### config.mk
export PLATFORM = sky130hd
export DESIGN_NAME = isr_top
export DESIGN_NICKNAME = d
export VERILOG_FILES = /design/src/isr_pkg.sv /design/src/isr_det_if.sv /design/src/isr_detect.sv /design/src/isr_top.sv
export SDC_FILE = /design/constraint.sdc
export NUM_CORES = 1
export LEC_CHECK = 0
export ABC_AREA = 1
export BUFFER_PORTS_ARGS = -buffer_cell sky130_fd_sc_hd__buf_4
export CAP_MARGIN = 20
export CORE_UTILIZATION = 40
export CTS_CLUSTER_SIZE = 12
export DETAILED_ROUTE_END_ITERATION = 12
export HOLD_SLACK_MARGIN = 0.05
export SYNTH_ARGS = -nofsm -noshare
export SYNTH_HDL_FRONTEND = slang
export SYNTH_SLANG_ARGS = --single-unit
### constraint.sdc
create_clock -name CORE_CLK -period 19.2 [get_ports CORE_CLK]
set_input_delay 0.96 -clock CORE_CLK [delete_from_list [all_inputs] [get_ports CORE_CLK]]
set_output_delay 0.96 -clock CORE_CLK [all_outputs]
set_load 0.005 [all_outputs]
### src/isr_pkg.sv
package isr_pkg;

    // ----------------------------------------------------------------
    // sizes and source / destination indices
    // ----------------------------------------------------------------
    localparam int NSRC = 26;
    localparam int NDST = 4;
    localparam int NPIN = 2;
    localparam int NCPU = 2;
    localparam int SRC_AGG = 0;
    localparam int SRC_PIN0 = 1;
    localparam int SRC_CORE_LO = 3;
    localparam int NCORE = NSRC - SRC_CORE_LO;
    localparam int DST_PROCESSOR_DESTINATION_0 = 0;
    localparam int DST_PIN0 = 2;
    localparam int MODE_HI_W = 2 * NSRC - 32;

    // ----------------------------------------------------------------
    // register byte offsets
    // ----------------------------------------------------------------
    localparam logic [7:0] A_LEVEL = 8'h00;
    localparam logic [7:0] A_BYPASS = 8'h04;
    localparam logic [7:0] A_MODE_LO = 8'h08;
    localparam logic [7:0] A_MODE_HI = 8'h0C;
    localparam logic [7:0] A_FORCE = 8'h10;
    localparam logic [7:0] A_LOG = 8'h14;
    localparam logic [7:0] A_ENA = 8'h18;
    localparam logic [7:0] A_ENA_CLR = 8'h1C;
    localparam logic [7:0] A_ENA_SET = 8'h20;
    localparam logic [7:0] A_ACTIVE = 8'h24;
    localparam logic [7:0] A_ROUTE0 = 8'h40;
    localparam logic [7:0] A_DVIEW0 = 8'h50;
    localparam logic [7:0] A_M_POL = 8'h60;
    localparam logic [7:0] A_M_LEVEL = 8'h64;
    localparam logic [7:0] A_M_BYPASS = 8'h68;
    localparam logic [7:0] A_M_MODE = 8'h6C;
    localparam logic [7:0] A_M_LOG = 8'h70;
    localparam logic [7:0] A_M_ENA = 8'h74;
    localparam logic [7:0] A_M_ACTIVE = 8'h78;
    localparam logic [7:0] A_PIN_IN_POL = 8'h80;
    localparam logic [7:0] A_PIN_OUT_POL = 8'h84;
    localparam logic [7:0] A_PIN_DRV = 8'h88;
    localparam logic [7:0] A_ROUTE_MASK = 8'hF0;

    // ----------------------------------------------------------------
    // reset values and bus answers
    // ----------------------------------------------------------------
    localparam logic [31:0] RST_WORD = 32'h0000_0000;
    localparam logic [1:0] RESP_OKAY = 2'h0;
    localparam logic [1:0] RESP_SLVERR = 2'h2;

    // detection modes, two bits per source
    typedef enum logic [1:0] {
        ISR_LEVEL = 2'b00,
        ISR_ANY = 2'b01,
        ISR_FALL = 2'b10,
        ISR_RISE = 2'b11
    } isr_mode_t;

    // event for one source from its mode, present and previous level
    function automatic logic isr_event(input logic [1:0] mode, input logic lvl,
                                       input logic prev);
        case (isr_mode_t'(mode))
            ISR_LEVEL: isr_event = lvl;
            ISR_ANY: isr_event = lvl ^ prev;
            ISR_FALL: isr_event = ~lvl & prev;
            ISR_RISE: isr_event = lvl & ~prev;
            default: isr_event = 1'b0;
        endcase
    endfunction : isr_event

endpackage : isr_pkg

### src/isr_det_if.sv
interface isr_det_if #(parameter int N = 26);
    logic [N-1:0] lvl;
    logic [2*N-1:0] mode;
    logic [N-1:0] bypass;
    logic [N-1:0] force_ev;
    logic [N-1:0] clr;
    logic [N-1:0] ena;
    logic [N-1:0] log_v;
    logic [N-1:0] act;

    modport ctrl (output lvl, output mode, output bypass, output force_ev, output clr,
                  output ena, input log_v, input act);
    modport det (input lvl, input mode, input bypass, input force_ev, input clr,
                 input ena, output log_v, output act);
endinterface : isr_det_if

### src/isr_detect.sv
module isr_detect
    import isr_pkg::*;
#(
    parameter int N = 26
) (
    // clock and reset
    input wire logic clk,
    input wire logic rst,
    // control and results
    isr_det_if.det d
);

    logic [N-1:0] prev_q;
    logic [N-1:0] log_q;
    logic [N-1:0] log_d;
    logic [N-1:0] evt;

    // ----------------------------------------------------------------
    // event detection
    // ----------------------------------------------------------------
    // one event per source from its chosen mode
    always_comb begin
        for (int i = 0; i < N; i++) begin
            evt[i] = isr_event(d.mode[2*i +: 2], d.lvl[i], prev_q[i]);
        end
    end

    // previous level for change detection
    always_ff @(posedge clk or posedge rst) begin
        if (rst) begin
            prev_q <= '0;
        end else begin
            prev_q <= d.lvl;
        end
    end

    // ----------------------------------------------------------------
    // sticky log
    // ----------------------------------------------------------------
    // set and force beat a same-cycle clear, so no event is lost
    assign log_d = (log_q & ~d.clr) | evt | d.force_ev;

    always_ff @(posedge clk or posedge rst) begin
        if (rst) begin
            log_q <= '0;
        end else begin
            log_q <= log_d;
        end
    end

    // bypass takes the raw level and ignores log and mode
    assign d.act = (d.bypass & d.lvl | ~d.bypass & log_q) & d.ena;
    assign d.log_v = log_q;

endmodule : isr_detect

### src/isr_top.sv
// Notes on behaviour
// - raw source levels readable
// - bypass uses raw level instead
// - per source level or change detection
// - force write logs an event
// - sticky log holds after source drops
// - clear register drops chosen enable bits
// - set register raises chosen enable bits
// - active view is logged and enabled
// - route mask per destination
// - destination view is active and route
// - module inputs pass polarity first
// - module active view per module
// - pin inputs pass polarity first
// - pin outputs polarity and drive mode
// - exactly four destination outputs
// - two to processor, two to pins
// - destination indices zero to three
// - everything inside is active high
// - polarity outside the controller core
// - bit zero aggregate, bits one two pins
// - bits three to ten peripherals
// - bits eleven to twentyfive in order
// - mode zero level, others change kinds
// - write one clears, live source in level mode resets
// - routed active source reaches output
module isr_top
    import isr_pkg::*;
#(
    parameter int NMOD = 10,
    parameter int ADDR_W = 8
) (
    // clock and reset
    input wire logic CORE_CLK,
    input wire logic RST,
    // interrupt sources
    input wire logic [NCORE-1:0] CORE_SRC,
    input wire logic [NMOD-1:0] MODULE_IRQ,
    input wire logic [NPIN-1:0] PIN_IRQ_IN,
    // interrupt destinations
    output logic [NCPU-1:0] CPU_IRQ,
    output logic [NPIN-1:0] PIN_IRQ_OUT,
    output logic [NPIN-1:0] PIN_IRQ_OE,
    // axi4-lite write
    input wire logic AWVALID,
    output logic AWREADY,
    input wire logic [ADDR_W-1:0] AWADDR,
    input wire logic WVALID,
    output logic WREADY,
    input wire logic [31:0] WDATA,
    input wire logic [3:0] WSTRB,
    output logic BVALID,
    input wire logic BREADY,
    output logic [1:0] BRESP,
    // axi4-lite read
    input wire logic ARVALID,
    output logic ARREADY,
    input wire logic [ADDR_W-1:0] ARADDR,
    output logic RVALID,
    input wire logic RREADY,
    output logic [31:0] RDATA,
    output logic [1:0] RRESP
);

    // ----------------------------------------------------------------
    // helpers
    // ----------------------------------------------------------------
    function automatic logic [31:0] merge(input logic [31:0] old, input logic [31:0] nw,
                                          input logic [3:0] strb);
        for (int b = 0; b < 4; b++) begin
            if (strb[b]) old[8*b +: 8] = nw[8*b +: 8];
        end
        merge = old;
    endfunction : merge

    function automatic logic mapped(input logic [7:0] a);
        case (a)
            A_LEVEL, A_BYPASS, A_MODE_LO, A_MODE_HI, A_FORCE, A_LOG, A_ENA, A_ENA_CLR,
            A_ENA_SET, A_ACTIVE, A_M_POL, A_M_LEVEL, A_M_BYPASS, A_M_MODE, A_M_LOG,
            A_M_ENA, A_M_ACTIVE, A_PIN_IN_POL, A_PIN_OUT_POL, A_PIN_DRV: mapped = 1'b1;
            default: mapped = ((a & A_ROUTE_MASK) == A_ROUTE0) ||
                              ((a & A_ROUTE_MASK) == A_DVIEW0);
        endcase
    endfunction : mapped

    isr_det_if #(.N(NSRC)) src_if ();
    isr_det_if #(.N(NMOD)) mod_if ();

    logic aw_hold_q;
    logic w_hold_q;
    logic [7:0] aw_addr_q;
    logic [31:0] w_data_q;
    logic [3:0] w_strb_q;
    logic bvalid_q;
    logic [1:0] bresp_q;
    logic rvalid_q;
    logic [31:0] rdata_q;
    logic [1:0] rresp_q;
    logic wr_fire;
    logic [31:0] wd;
    logic [7:0] ra;
    logic [31:0] rd_d;

    logic [NSRC-1:0] bypass_q;
    logic [31:0] mode_lo_q;
    logic [MODE_HI_W-1:0] mode_hi_q;
    logic [NSRC-1:0] ena_q;
    logic [NSRC-1:0] route_q [NDST];
    logic [NSRC-1:0] dview [NDST];
    logic [NMOD-1:0] m_pol_q;
    logic [NMOD-1:0] m_bypass_q;
    logic [2*NMOD-1:0] m_mode_q;
    logic [NMOD-1:0] m_ena_q;
    logic [NPIN-1:0] pin_in_pol_q;
    logic [NPIN-1:0] pin_out_pol_q;
    logic [NPIN-1:0] pin_drv_q;
    logic [NPIN-1:0] pin_s1_q;
    logic [NPIN-1:0] pin_s2_q;
    logic [NDST-1:0] dst_q;
    logic [NPIN-1:0] pin_out_q;
    logic [NPIN-1:0] pin_oe_q;
    logic [NSRC-1:0] src_lvl;
    logic [NPIN-1:0] pin_lvl;
    logic [NPIN-1:0] pin_act;

    // ----------------------------------------------------------------
    // axi4-lite slave
    // ----------------------------------------------------------------
    // address and data are taken in either order, then written together
    assign AWREADY = ~aw_hold_q & ~bvalid_q;
    assign WREADY = ~w_hold_q & ~bvalid_q;
    assign wr_fire = aw_hold_q & w_hold_q & ~bvalid_q;
    assign wd = merge(RST_WORD, w_data_q, w_strb_q);
    assign BVALID = bvalid_q;
    assign BRESP = bresp_q;
    assign ARREADY = ~rvalid_q;
    assign RVALID = rvalid_q;
    assign RDATA = rdata_q;
    assign RRESP = rresp_q;

    // write channel capture and response
    always_ff @(posedge CORE_CLK or posedge RST) begin
        if (RST) begin
            aw_hold_q <= 1'b0;
            w_hold_q <= 1'b0;
            aw_addr_q <= '0;
            w_data_q <= RST_WORD;
            w_strb_q <= '0;
            bvalid_q <= 1'b0;
            bresp_q <= RESP_OKAY;
        end else begin
            if (AWVALID && AWREADY) begin
                aw_hold_q <= 1'b1;
                aw_addr_q <= {AWADDR[7:2], 2'b00};
            end
            if (WVALID && WREADY) begin
                w_hold_q <= 1'b1;
                w_data_q <= WDATA;
                w_strb_q <= WSTRB;
            end
            if (wr_fire) begin
                aw_hold_q <= 1'b0;
                w_hold_q <= 1'b0;
                bvalid_q <= 1'b1;
                bresp_q <= mapped(aw_addr_q) ? RESP_OKAY : RESP_SLVERR;
            end else if (BREADY) begin
                bvalid_q <= 1'b0;
            end
        end
    end

    // read channel, data latched on the address handshake
    assign ra = {ARADDR[7:2], 2'b00};

    always_ff @(posedge CORE_CLK or posedge RST) begin
        if (RST) begin
            rvalid_q <= 1'b0;
            rdata_q <= RST_WORD;
            rresp_q <= RESP_OKAY;
        end else if (ARVALID && ARREADY) begin
            rvalid_q <= 1'b1;
            rdata_q <= rd_d;
            rresp_q <= mapped(ra) ? RESP_OKAY : RESP_SLVERR;
        end else if (RREADY) begin
            rvalid_q <= 1'b0;
        end
    end

    // read multiplexer, narrow fields zero extended
    always_comb begin
        rd_d = RST_WORD;
        case (ra)
            A_LEVEL: rd_d = 32'(src_lvl);
            A_BYPASS: rd_d = 32'(bypass_q);
            A_MODE_LO: rd_d = mode_lo_q;
            A_MODE_HI: rd_d = 32'(mode_hi_q);
            A_LOG: rd_d = 32'(src_if.log_v);
            A_ENA: rd_d = 32'(ena_q);
            A_ACTIVE: rd_d = 32'(src_if.act);
            A_M_POL: rd_d = 32'(m_pol_q);
            A_M_LEVEL: rd_d = 32'(mod_if.lvl);
            A_M_BYPASS: rd_d = 32'(m_bypass_q);
            A_M_MODE: rd_d = 32'(m_mode_q);
            A_M_LOG: rd_d = 32'(mod_if.log_v);
            A_M_ENA: rd_d = 32'(m_ena_q);
            A_M_ACTIVE: rd_d = 32'(mod_if.act);
            A_PIN_IN_POL: rd_d = 32'(pin_in_pol_q);
            A_PIN_OUT_POL: rd_d = 32'(pin_out_pol_q);
            A_PIN_DRV: rd_d = 32'(pin_drv_q);
            default: begin
                if ((ra & A_ROUTE_MASK) == A_ROUTE0) begin
                    rd_d = 32'(route_q[ra[3:2]]);
                end else if ((ra & A_ROUTE_MASK) == A_DVIEW0) begin
                    rd_d = 32'(dview[ra[3:2]]);
                end
            end
        endcase
    end

    // ----------------------------------------------------------------
    // configuration registers
    // ----------------------------------------------------------------
    // plain read-write settings
    always_ff @(posedge CORE_CLK or posedge RST) begin
        if (RST) begin
            bypass_q <= '0;
            mode_lo_q <= RST_WORD;
            mode_hi_q <= '0;
            m_pol_q <= '0;
            m_bypass_q <= '0;
            m_mode_q <= '0;
            pin_in_pol_q <= '0;
            pin_out_pol_q <= '0;
            pin_drv_q <= '0;
        end else if (wr_fire) begin
            case (aw_addr_q)
                A_BYPASS: bypass_q <= NSRC'(merge(32'(bypass_q), w_data_q, w_strb_q));
                A_MODE_LO: mode_lo_q <= merge(mode_lo_q, w_data_q, w_strb_q);
                A_MODE_HI: mode_hi_q <= MODE_HI_W'(merge(32'(mode_hi_q), w_data_q, w_strb_q));
                A_M_POL: m_pol_q <= NMOD'(merge(32'(m_pol_q), w_data_q, w_strb_q));
                A_M_BYPASS: m_bypass_q <= NMOD'(merge(32'(m_bypass_q), w_data_q, w_strb_q));
                A_M_MODE: m_mode_q <= (2*NMOD)'(merge(32'(m_mode_q), w_data_q, w_strb_q));
                A_PIN_IN_POL: pin_in_pol_q <= NPIN'(merge(32'(pin_in_pol_q), w_data_q, w_strb_q));
                A_PIN_OUT_POL: pin_out_pol_q <= NPIN'(merge(32'(pin_out_pol_q),
                    w_data_q, w_strb_q));
                A_PIN_DRV: pin_drv_q <= NPIN'(merge(32'(pin_drv_q), w_data_q, w_strb_q));
                default: ;
            endcase
        end
    end

    // set and clear touch only chosen bits, so handlers need no read-modify-write
    always_ff @(posedge CORE_CLK or posedge RST) begin
        if (RST) begin
            ena_q <= '0;
        end else if (wr_fire && aw_addr_q == A_ENA) begin
            ena_q <= NSRC'(merge(32'(ena_q), w_data_q, w_strb_q));
        end else if (wr_fire && aw_addr_q == A_ENA_CLR) begin
            ena_q <= ena_q & ~NSRC'(wd);
        end else if (wr_fire && aw_addr_q == A_ENA_SET) begin
            ena_q <= ena_q | NSRC'(wd);
        end
    end

    // module enable
    always_ff @(posedge CORE_CLK or posedge RST) begin
        if (RST) begin
            m_ena_q <= '0;
        end else if (wr_fire && aw_addr_q == A_M_ENA) begin
            m_ena_q <= NMOD'(merge(32'(m_ena_q), w_data_q, w_strb_q));
        end
    end

    // route masks, indexed by destination
    always_ff @(posedge CORE_CLK or posedge RST) begin
        if (RST) begin
            route_q <= '{default: '0};
        end else if (wr_fire && (aw_addr_q & A_ROUTE_MASK) == A_ROUTE0) begin
            route_q[aw_addr_q[3:2]] <= NSRC'(merge(32'(route_q[aw_addr_q[3:2]]),
                                                   w_data_q, w_strb_q));
        end
    end

    // ----------------------------------------------------------------
    // source assembly
    // ----------------------------------------------------------------
    // pins are asynchronous; only the second stage is read
    always_ff @(posedge CORE_CLK or posedge RST) begin
        if (RST) begin
            pin_s1_q <= '0;
            pin_s2_q <= '0;
        end else begin
            pin_s1_q <= PIN_IRQ_IN;
            pin_s2_q <= pin_s1_q;
        end
    end

    // polarity is corrected before anything reaches detection
    assign pin_lvl = pin_s2_q ^ pin_in_pol_q;
    assign src_lvl = {CORE_SRC, pin_lvl, mod_if.act[NMOD-1:0] != '0};

    // module hierarchy feeds the aggregate source
    assign mod_if.lvl = MODULE_IRQ ^ m_pol_q;
    assign mod_if.mode = m_mode_q;
    assign mod_if.bypass = m_bypass_q;
    assign mod_if.force_ev = '0;
    assign mod_if.clr = (wr_fire && aw_addr_q == A_M_LOG) ? NMOD'(wd) : '0;
    assign mod_if.ena = m_ena_q;

    assign src_if.lvl = src_lvl;
    assign src_if.mode = {mode_hi_q, mode_lo_q};
    assign src_if.bypass = bypass_q;
    assign src_if.force_ev = (wr_fire && aw_addr_q == A_FORCE) ? NSRC'(wd) : '0;
    assign src_if.clr = (wr_fire && aw_addr_q == A_LOG) ? NSRC'(wd) : '0;
    assign src_if.ena = ena_q;

    isr_detect #(.N(NMOD)) u_mod_det (
        .clk(CORE_CLK),
        .rst(RST),
        .d(mod_if)
    );

    isr_detect #(.N(NSRC)) u_src_det (
        .clk(CORE_CLK),
        .rst(RST),
        .d(src_if)
    );

    // ----------------------------------------------------------------
    // destinations
    // ----------------------------------------------------------------
    // each destination sees the active sources it routes
    always_comb begin
        for (int k = 0; k < NDST; k++) begin
            dview[k] = src_if.act & route_q[k];
        end
    end

    // registered outputs; index 0,1 processor and 2,3 pins
    always_ff @(posedge CORE_CLK or posedge RST) begin
        if (RST) begin
            dst_q <= '0;
        end else begin
            for (int k = 0; k < NDST; k++) begin
                dst_q[k] <= dview[k] != '0;
            end
        end
    end

    assign CPU_IRQ = dst_q[DST_PROCESSOR_DESTINATION_0 +: NCPU];

    // polarity, then push-pull or open-collector; undriven in reset for shared wires
    assign pin_act = dst_q[DST_PIN0 +: NPIN] ^ pin_out_pol_q;
    always_ff @(posedge CORE_CLK or posedge RST) begin
        if (RST) begin
            pin_out_q <= '0;
            pin_oe_q <= '0;
        end else begin
            pin_out_q <= ~pin_drv_q & pin_act;
            pin_oe_q <= ~pin_drv_q | pin_act;
        end
    end

    assign PIN_IRQ_OUT = pin_out_q;
    assign PIN_IRQ_OE = pin_oe_q;

endmodule : isr_top

Word-level counts from Yosys, hierarchy flattened

Index checks and enable logic that the tools add are counted.

Memories: 0
Word-level logic and storage cells: 605
Memory bits (read-only): 0
Output and inout bits: 47
Latch bits: 0
Bits in registers: 430
Input port bits: 94
Bits in writable memories: 0

Order comparisons: 3
Equality and inequality tests: 154
Bitwise operators: 220
Reductions and logical operators: 91
Multiplexer cells: 87
Multipliers: 0
Shifts and indexed selects: 0
$add $sub $neg: 0
Divide/modulo/power cells: 0

Operator list:

| operator             | number |
|---|---|
| $pmux W32 S17        | 1 |
| $mux W26             | 14 |
| $and A26 B26 Y26     | 9 |
| $bmux W26 S2         | 3 |
| $eq A2 B2 Y1 const B | 72 |
| $pmux W1 S4          | 36 |
| $bwmux W104          | 1 |
| $or A26 B26 Y26      | 4 |
| $reduce_bool A26 Y1  | 4 |
| $mux W8              | 12 |
| $eq A6 B5 Y1 const B | 14 |
| $not A26 Y26         | 3 |
| $and A1 B1 Y1        | 76 |
| $not A1 Y1           | 76 |
| $eq A2 B1 Y1 const B | 36 |
| $logic_not A2 Y1     | 36 |
| $reduce_and A3 Y1    | 21 |
| $demux W26 S2        | 1 |
| $eq A6 B3 Y1 const B | 8 |
| $and A10 B10 Y10     | 4 |
| $reduce_or A20 Y1    | 2 |
| $eq A6 B6 Y1 const B | 6 |
| $xor A1 B1 Y1        | 36 |
| $eq A6 B2 Y1 const B | 4 |
| 24 further kinds     | 76 |

Logic depth before layout (Yosys ltp)

Gate-level depths: netlist (run 1).

Depth after elaboration: 15
Depth in mapped cells: 16
Gate-level depth less buffers: 16

By module

Synthesis (run 1) repeated with hierarchy kept, for this count alone.

Cell total of the unflattened synthesis: 3389
Area, all modules: 24461.0 um^2

By module, submodules not included:

| module                 | area an instance (um^2) | cells each | times used | sequential area each (um^2) |
|---|---|---|---|---|
| isr_top                | 19183.4                 | 2631       | 1          | 8908.5 |
| isr_detect (u_src_det) | 3809.9                  | 547        | 1          | 1301.2 |
| isr_detect (u_mod_det) | 1467.7                  | 211        | 1          | 500.5 |

Least setup slack after synthesis (run 1)

OpenSTA, ideal clock, no wires.

Path kind: input port to flip-flop
Start: input ARADDR[7]
End: register rdata_q[3], in the netlist RDATA[3]
Library setup time: 0.129 ns
Data required time: 19.071 ns
Path buffers: 1
Arrival: 2.128 ns
Path slack: 16.942 ns
Stages: 12
Path through: inv_1 -> nand2_1 -> inv_2 -> nand2_1 -> inv_1 -> buf_2 -> nand2_1 -> nand4_1 -> a211oi_1 -> nand2_1 -> nand2_1 -> nand3_1

Cells in the longest elaborated chain, start to end: 4
Elaborated cells on any way between the ends: 22
Those cells by class: eq/ne: 18; mux: 3; reduce/logical: 1

RTL lines:

| item                 | line           | text |
|---|---|---|
| start, declared      | isr_top.sv:58  | `input wire logic [ADDR_W-1:0] ARADDR,` |
| $eq A4 B3 Y1         | isr_top.sv:213 | `end else if ((ra & A_ROUTE_MASK) == A_DVIEW0) begin` |
| $mux W26             | isr_top.sv:213 |  |
| $mux W26             | isr_top.sv:211 | `if ((ra & A_ROUTE_MASK) == A_ROUTE0) begin` |
| $pmux W32 S17 (*)    | isr_top.sv:192 | `case (ra)` |
| end signal, assigned | isr_top.sv:182 | `rdata_q <= rd_d;` |
| end, declared        | isr_top.sv:97  | `logic [31:0] rdata_q;` |

Mark *: on every way between the ends. The rest lies on a longest branch, timed or not.
A chain may end at the register's enable or synchronous reset.

Worst setup path in the final report (run 1)

Start: input ARADDR[3]
End: register rdata_q[16], in the netlist RDATA[16]

Cells in the longest elaborated chain, start to end: 7
Elaborated cells on any way between the ends: 27
Those cells by class: eq/ne: 16; mux: 9; bitwise: 1; reduce/logical: 1

RTL lines:

| item                                         | line                           | text |
|---|---|---|
| $not A2 Y3 (not written as such)             | isr_top.sv:212, isr_top.sv:214 |  |
| $bmux W26 S2                                 | isr_top.sv:214                 | `rd_d = 32'(dview[ra[3:2]]);` |
| $mux W26 (not written as such) (2 in series) | isr_top.sv:214                 |  |
| $mux W26                                     | isr_top.sv:213                 |  |
| $mux W26                                     | isr_top.sv:211                 |  |
| $pmux W32 S17 (*)                            | isr_top.sv:192                 |  |

Mark *: on every way between the ends. The rest lies on a longest branch, timed or not. The select of a mux whose other input is x is not followed.

==> results.sh, run 1 <==
export IMPL_gp_congestion=0.981
export IMPL_cap_violations=0
export IMPL_syn_to_final_growth_pct=15.4
export IMPL_dieArea_mm2=0.0574
export IMPL_hold_class="reg -> reg"
export IMPL_crit_path_max_fanout=30
export IMPL_setup_viol=0
export IMPL_yosysTopAreaCell="dfrtp_1"
export IMPL_clkTransAtPathRegs_ps=50
export IMPL_worst_pin_slew_ps=1270
export IMPL_fp_row_count=86
export IMPL_crit_path_top_delay_cell="nand2_1"
export IMPL_die_height_um=240
export IMPL_layout_common_cells="nand2_1, dfrtp_1, o21ai_0, inv_1, nor2_1"
export IMPL_first_pass_iters=6
export IMPL_setup_worst_path_class="in -> reg"
export IMPL_fin_util=0.470
export IMPL_crit_required_ps=19630
export IMPL_finalSetupTns_ps=0
export IMPL_syn_area_per_cell_um2=8.01
export IMPL_nNetsFinal=3109
export IMPL_hold_viol_final=0
export IMPL_end_kind="register"
export IMPL_finalCriticalPeriod_ps=4070
export IMPL_cts_htree_levels=2
export IMPL_grt_ovfl_total=0
export IMPL_post_cts_setup_buffers=0
export IMPL_max_freq_mhz=246
export IMPL_vdd_drop_max_mv=0.0713
export IMPL_grt_use_total=0.321
export IMPL_wire_per_inst_um=24.6
export IMPL_finalClockSkew_ps=23.7
export IMPL_cts_hold_buf=0
export IMPL_viasPerCell=5.84
export IMPL_slew_headroom=0.149
export IMPL_grt_pass1_vias=20624
export IMPL_start_kind="input port"
export IMPL_routed_wl_mm=91.8
export IMPL_final_common_cell="nand2_1"
export IMPL_io_buffers=134
export IMPL_die_w_um=240
export IMPL_cts_tree="yes"
export IMPL_status="finished clean"
export IMPL_clkSinkCount=428
export IMPL_synth_area_top_cells="dfrtp_1, nand2_1, o21ai_0"
export IMPL_core_mm2=0.0554
export IMPL_fin_area_mm2=0.0261
export IMPL_antenna_found_initial=1
export IMPL_path_common_cell="nand2_1"
export IMPL_drc=0
export IMPL_synth_distinct_cells=50
export IMPL_grt_max_degree=163
export IMPL_clk_latency_ps=610
export IMPL_placed_cell_area_mm2=0.0244
export IMPL_vias=21773
export IMPL_pin_count=141
export IMPL_period_share=0.212
export IMPL_start_util=0.408
export IMPL_crit_arrival_ps=4490
export IMPL_antenna_left=0
export IMPL_preCtsSetupSlack_ps=14660
export IMPL_maxSlewViolCount=0
export IMPL_cts_resized=0
export IMPL_hold_worst_slack_ps=351
export IMPL_syn_cell_area_mm2=0.0226
export IMPL_synth_top_cell_area_share=0.474
export IMPL_leakage_nw=11.6
export IMPL_rsz0062_at_grt="no"
export IMPL_synth_yosys_seq_area_share=0.474
export IMPL_finalWorstSetupSlack_ps=15130
export IMPL_nFillCells=5445
export IMPL_max_stage_delay_ps=660
export IMPL_drive_gt1_frac=0.0999
export IMPL_path_cells="buf_4 > nand2_1 > buf_4 > nor2_1 > nand2_1 > inv_1 > nor3_1 > nand3_1 > nand2_1 > inv_1 > o21ai_0 > o211ai_1"
export IMPL_drt_iter0_markers=2777
export IMPL_syn_inst=2819
export IMPL_grt_pass1_wl_mm=134
export IMPL_cts_buffers=49
export IMPL_synth_warnings=0
export IMPL_power_density_mw_per_mm2=124
export IMPL_hpwl_mm=63.5
export IMPL_cts_root_buf="clkbuf_16"
export IMPL_synth_seq_cells=428
export IMPL_cts_buffer_depth=3
## registers in the layout (all words and copies together), names as in the netlist, 20 cells and up, named ones only
name / flops
mode_hi_q: 20
bypass_q: 26
u_src_det.d.log_v: 26
w_data_q: 32
route_q: 104
u_src_det.prev_q: 26
m_mode_q: 20
mode_lo_q: 32
RDATA: 32
## worst paths after layout
path	cells after the start	from	slack [ps]	to
min in group asynchronous	2	RST	430	route_q[25]$_DFFE_PP0P_
worst min-delay path	0	pin_s1_q[0]$_DFF_PP0_	350	pin_s2_q[0]$_DFF_PP0_
worst min register to register	0	pin_s1_q[0]$_DFF_PP0_	350	pin_s2_q[0]$_DFF_PP0_
worst max register to register	4	w_strb_q[0]$_DFFE_PP0P_	16070	m_pol_q[2]$_DFFE_PP0P_
worst max-delay path	12	ARADDR[3]	15130	RDATA[16]$_DFFE_PP0P_
max in group asynchronous	4	RST	16640	route_q[41]$_DFFE_PP0P_
## power by group
group	switching (mW)	internal, mW	total, mW	leakage (nW)
registers	0.195	1.11	1.30	5.47
clock network	0.402	0.556	0.957	0.802
logic	0.704	0.262	0.966	5.28
## cell families (layout without fill, tap and decap cells)
group	count (synthesis)	in the layout	share of synthesized area
AO/OA/AOI/OAI	876	876	0.223
AND/OR/NAND/NOR	946	946	0.174
flip-flops	428	428	0.474
XOR/XNOR	5	5	0.00194
multiplexers	7	7	0.00349
buffers and inverters	484	646	0.0829
other	1	3	0.000166
adder cells (fa/ha/maj)	72	72	0.0399
## through the flow
stage                     power [mW]  std cells
after floorplan                 1.83       2820
after global placement          2.22       3639
after detailed placement        2.25       3639
after CTS                       3.21       3729
after global routing            3.38       3730
final                           3.23       3731
## Yosys cell counts, drive strengths merged
cell type and instances:
a211oi 3, a21oi 129, a221oi 6, a22oi 17
a311oi 9, a31oi 27, a41oi 1, and2 5
and3b 4, buf 36, clkbuf 64, clkinv 3
conb 1, dfrtp 428, ha 72, inv 381
mux2 7, nand2 564, nand3 75, nand4 24
nor2 211, nor3 34, nor3b 19, nor4 7
o2111ai 38, o211ai 10, o21a 4, o21ai 438
o221ai 11, o22ai 169, o2bb2ai 1, o311ai 10
o31ai 2, o41ai 1, or2 3, xnor2 5
## worst max-delay path: cells and delay by family
family | cells | cell delay (ps)
buf+inv | 4 | 1280
compound gates | 2 | 440
simple gates | 6 | 1800
## metal layers
metal / wire (um) / global-route usage / vias up
met5: 13 / 0 / -
met4: 4970 / 0.170 / 2
met3: 9520 / 0.0768 / 225
met2: 39900 / 0.480 / 1153
met1: 37400 / 0.428 / 10547
li1: - / - / 9846
## final cells by class
type	instances	area [um^2]	area share
Sequential cell	428	10700	0.411
Multi-Input combinational cell	1908	10000	0.385
Clock buffer	74	1470	0.0565
Inverter	384	1450	0.0556
Timing Repair Buffer	172	1300	0.0500
Tap cell	748	936	0.0359
Clock inverter	16	144	0.00552
Antenna cell	1	2.50	0.0000960
Power figures use the tool's default switching activity.
==> run 2, diff against run 1 <==
clock period = 3.4 ns   (was 19.2 ns; I/O delays follow)
==> results.sh, run 2 (same netlist as run 1, synthesis figures left out) <==
export IMPL_drc=0
export IMPL_die_height_um=240
export IMPL_core_mm2=0.0554
export IMPL_syn_to_final_growth_pct=21.8
export IMPL_clkTransAtPathRegs_ps=60
export IMPL_diodes=0
export IMPL_hpwl_mm=66.7
export IMPL_grt_ovfl_total=0
export IMPL_vias=22620
export IMPL_drive_gt1_frac=0.112
export IMPL_gp_congestion=1.00
export IMPL_finalCriticalPeriod_ps=2780
export IMPL_cts_htree_levels=2
export IMPL_rsz0062_at_grt="no"
export IMPL_cts_hold_buf=81
export IMPL_final_common_cell="nand2_1"
export IMPL_path_common_cell="buf_4"
export IMPL_hold_viol_final=0
export IMPL_cts_root_buf="clkbuf_16"
export IMPL_io_buffers=134
export IMPL_dieArea_mm2=0.0574
export IMPL_cts_buffers=50
export IMPL_routed_wl_mm=93.4
export IMPL_setup_worst_path_class="in -> reg"
export IMPL_grt_pass1_wl_mm=137
export IMPL_path_cells="dlygate4sd3_1 > buf_4 > nor2_1 > nand2_2 > nor2_4 > inv_1 > buf_4 > o22ai_1 > nor4_1 > o21ai_0"
export IMPL_crit_path_top_delay_cell="nor4_1"
export IMPL_period_share=0.817
export IMPL_critical_path_top_delay_family="buffers and inverters"
export IMPL_pin_count=141
export IMPL_crit_required_ps=3860
export IMPL_worst_pin_slew_ps=1210
export IMPL_hold_class="in -> reg"
export IMPL_finalSetupTns_ps=0
export IMPL_cts_tree="yes"
export IMPL_largest_register="route_q"
export IMPL_clk_latency_ps=620
export IMPL_status="finished clean"
export IMPL_first_pass_iters=6
export IMPL_clkSinkCount=428
export IMPL_start_kind="input port"
export IMPL_drt_iter0_markers=2804
export IMPL_nNetsFinal=3237
export IMPL_cts_buffer_depth=3
export IMPL_die_w_um=240
export IMPL_power_mw=19.1
export IMPL_end_kind="register"
export IMPL_fin_area_mm2=0.0275
export IMPL_power_density_mw_per_mm2=695
export IMPL_grt_pass1_vias=21514
export IMPL_layout_common_cells="nand2_1, dfrtp_1, o21ai_0, inv_1, buf_4"
export IMPL_placed_cell_area_mm2=0.0248
export IMPL_cts_resized=0
export IMPL_fp_row_count=86
export IMPL_crit_arrival_ps=3240
export IMPL_largest_reg_flops=104
export IMPL_cap_violations=0
export IMPL_maxSlewViolCount=0
export IMPL_path_buf_inv=4
export IMPL_viasPerCell=5.86
export IMPL_grt_max_degree=98
export IMPL_antenna_found_initial=2
export IMPL_max_freq_mhz=360
export IMPL_post_cts_setup_buffers=0
export IMPL_vdd_drop_max_mv=0.418
export IMPL_setup_viol=0
export IMPL_finalClockSkew_ps=16.3
export IMPL_antenna_left=0
export IMPL_slew_headroom=0.184
export IMPL_start_util=0.408
export IMPL_grt_use_total=0.327
export IMPL_leakage_nw=12.3
export IMPL_crit_path_max_fanout=13
export IMPL_max_stage_delay_ps=680
export IMPL_wire_per_inst_um=24.2
-- run 2: cell types whose count changed in the layout (fill, tap and decap cells not counted), sizes merged --
cell,previous run,this run
bufinv,2,10
dlygate4sd3,0,81
diode,1,0
buf,171,218
clkinv,15,13
clkbuf,75,70
inv,382,383
clkinvlp,1,2
-- run 2: final cells by class --
cell class,count,area (um^2)
multi-input combinational,1908,10000
fill,5333,27900
inverter,384,1450
tap,748,936
clock buffer,70,1460
sequential,428,10700
timing repair buffer,299,2550
clock inverter,24,395
-- run 2: worst min-delay path, cell delays in order --
cell and delay [ps]:
buf_4 80, nand2_1 220, o21ai_0 170
-- run 2: worst paths after layout --
kind / from / endpoint / slack [ps] / cells past startpoint
min in group asynchronous: RST / route_q[19]$_DFFE_PP0P_ / 120 / 3
max in group asynchronous: RST / m_bypass_q[0]$_DFFE_PP0P_ / 2330 / 4
worst max-delay path: ARADDR[4] / RDATA[11]$_DFFE_PP0P_ / 620 / 10
worst max register to register: aw_addr_q[7]$_DFFE_PP0P_ / register / 860 / 11
worst min-delay path: AWVALID / aw_hold_q$_DFFE_PP0P_ / 90 / 3
worst min register to register: pin_s1_q[0]$_DFF_PP0_ / pin_s2_q[0]$_DFF_PP0_ / 350 / 0
-- run 2: report_power, final --
group / switching (mW) / leakage (nW) / internal (mW)
clock: 2.33 / 0.916 / 3.76
combinational: 4.05 / 5.86 / 1.60
sequential: 1.12 / 5.47 / 6.26
-- run 2: routing by layer --
layer	part of all wire	track usage
met2	0.44	0.503
met1	0.40	0.430
met3	0.11	0.0778
met4	0.052	0.160
met5	0	0
-- run 2: per-stage QoR --
step | util | setup WS (ps) | instances | hold WS (ps)
3_5_place_dp | 0.448 | 874 | 3686 | 187
2_1_floorplan | - | -2550 | 2820 | 201
6_report | 0.496 | 621 | 3861 | 87.3
5_1_grt | 0.496 | 655 | 3861 | 121
4_1_cts | 0.496 | 909 | 3861 | 80.3
3_3_place_gp | 0.448 | 875 | 3686 | 183
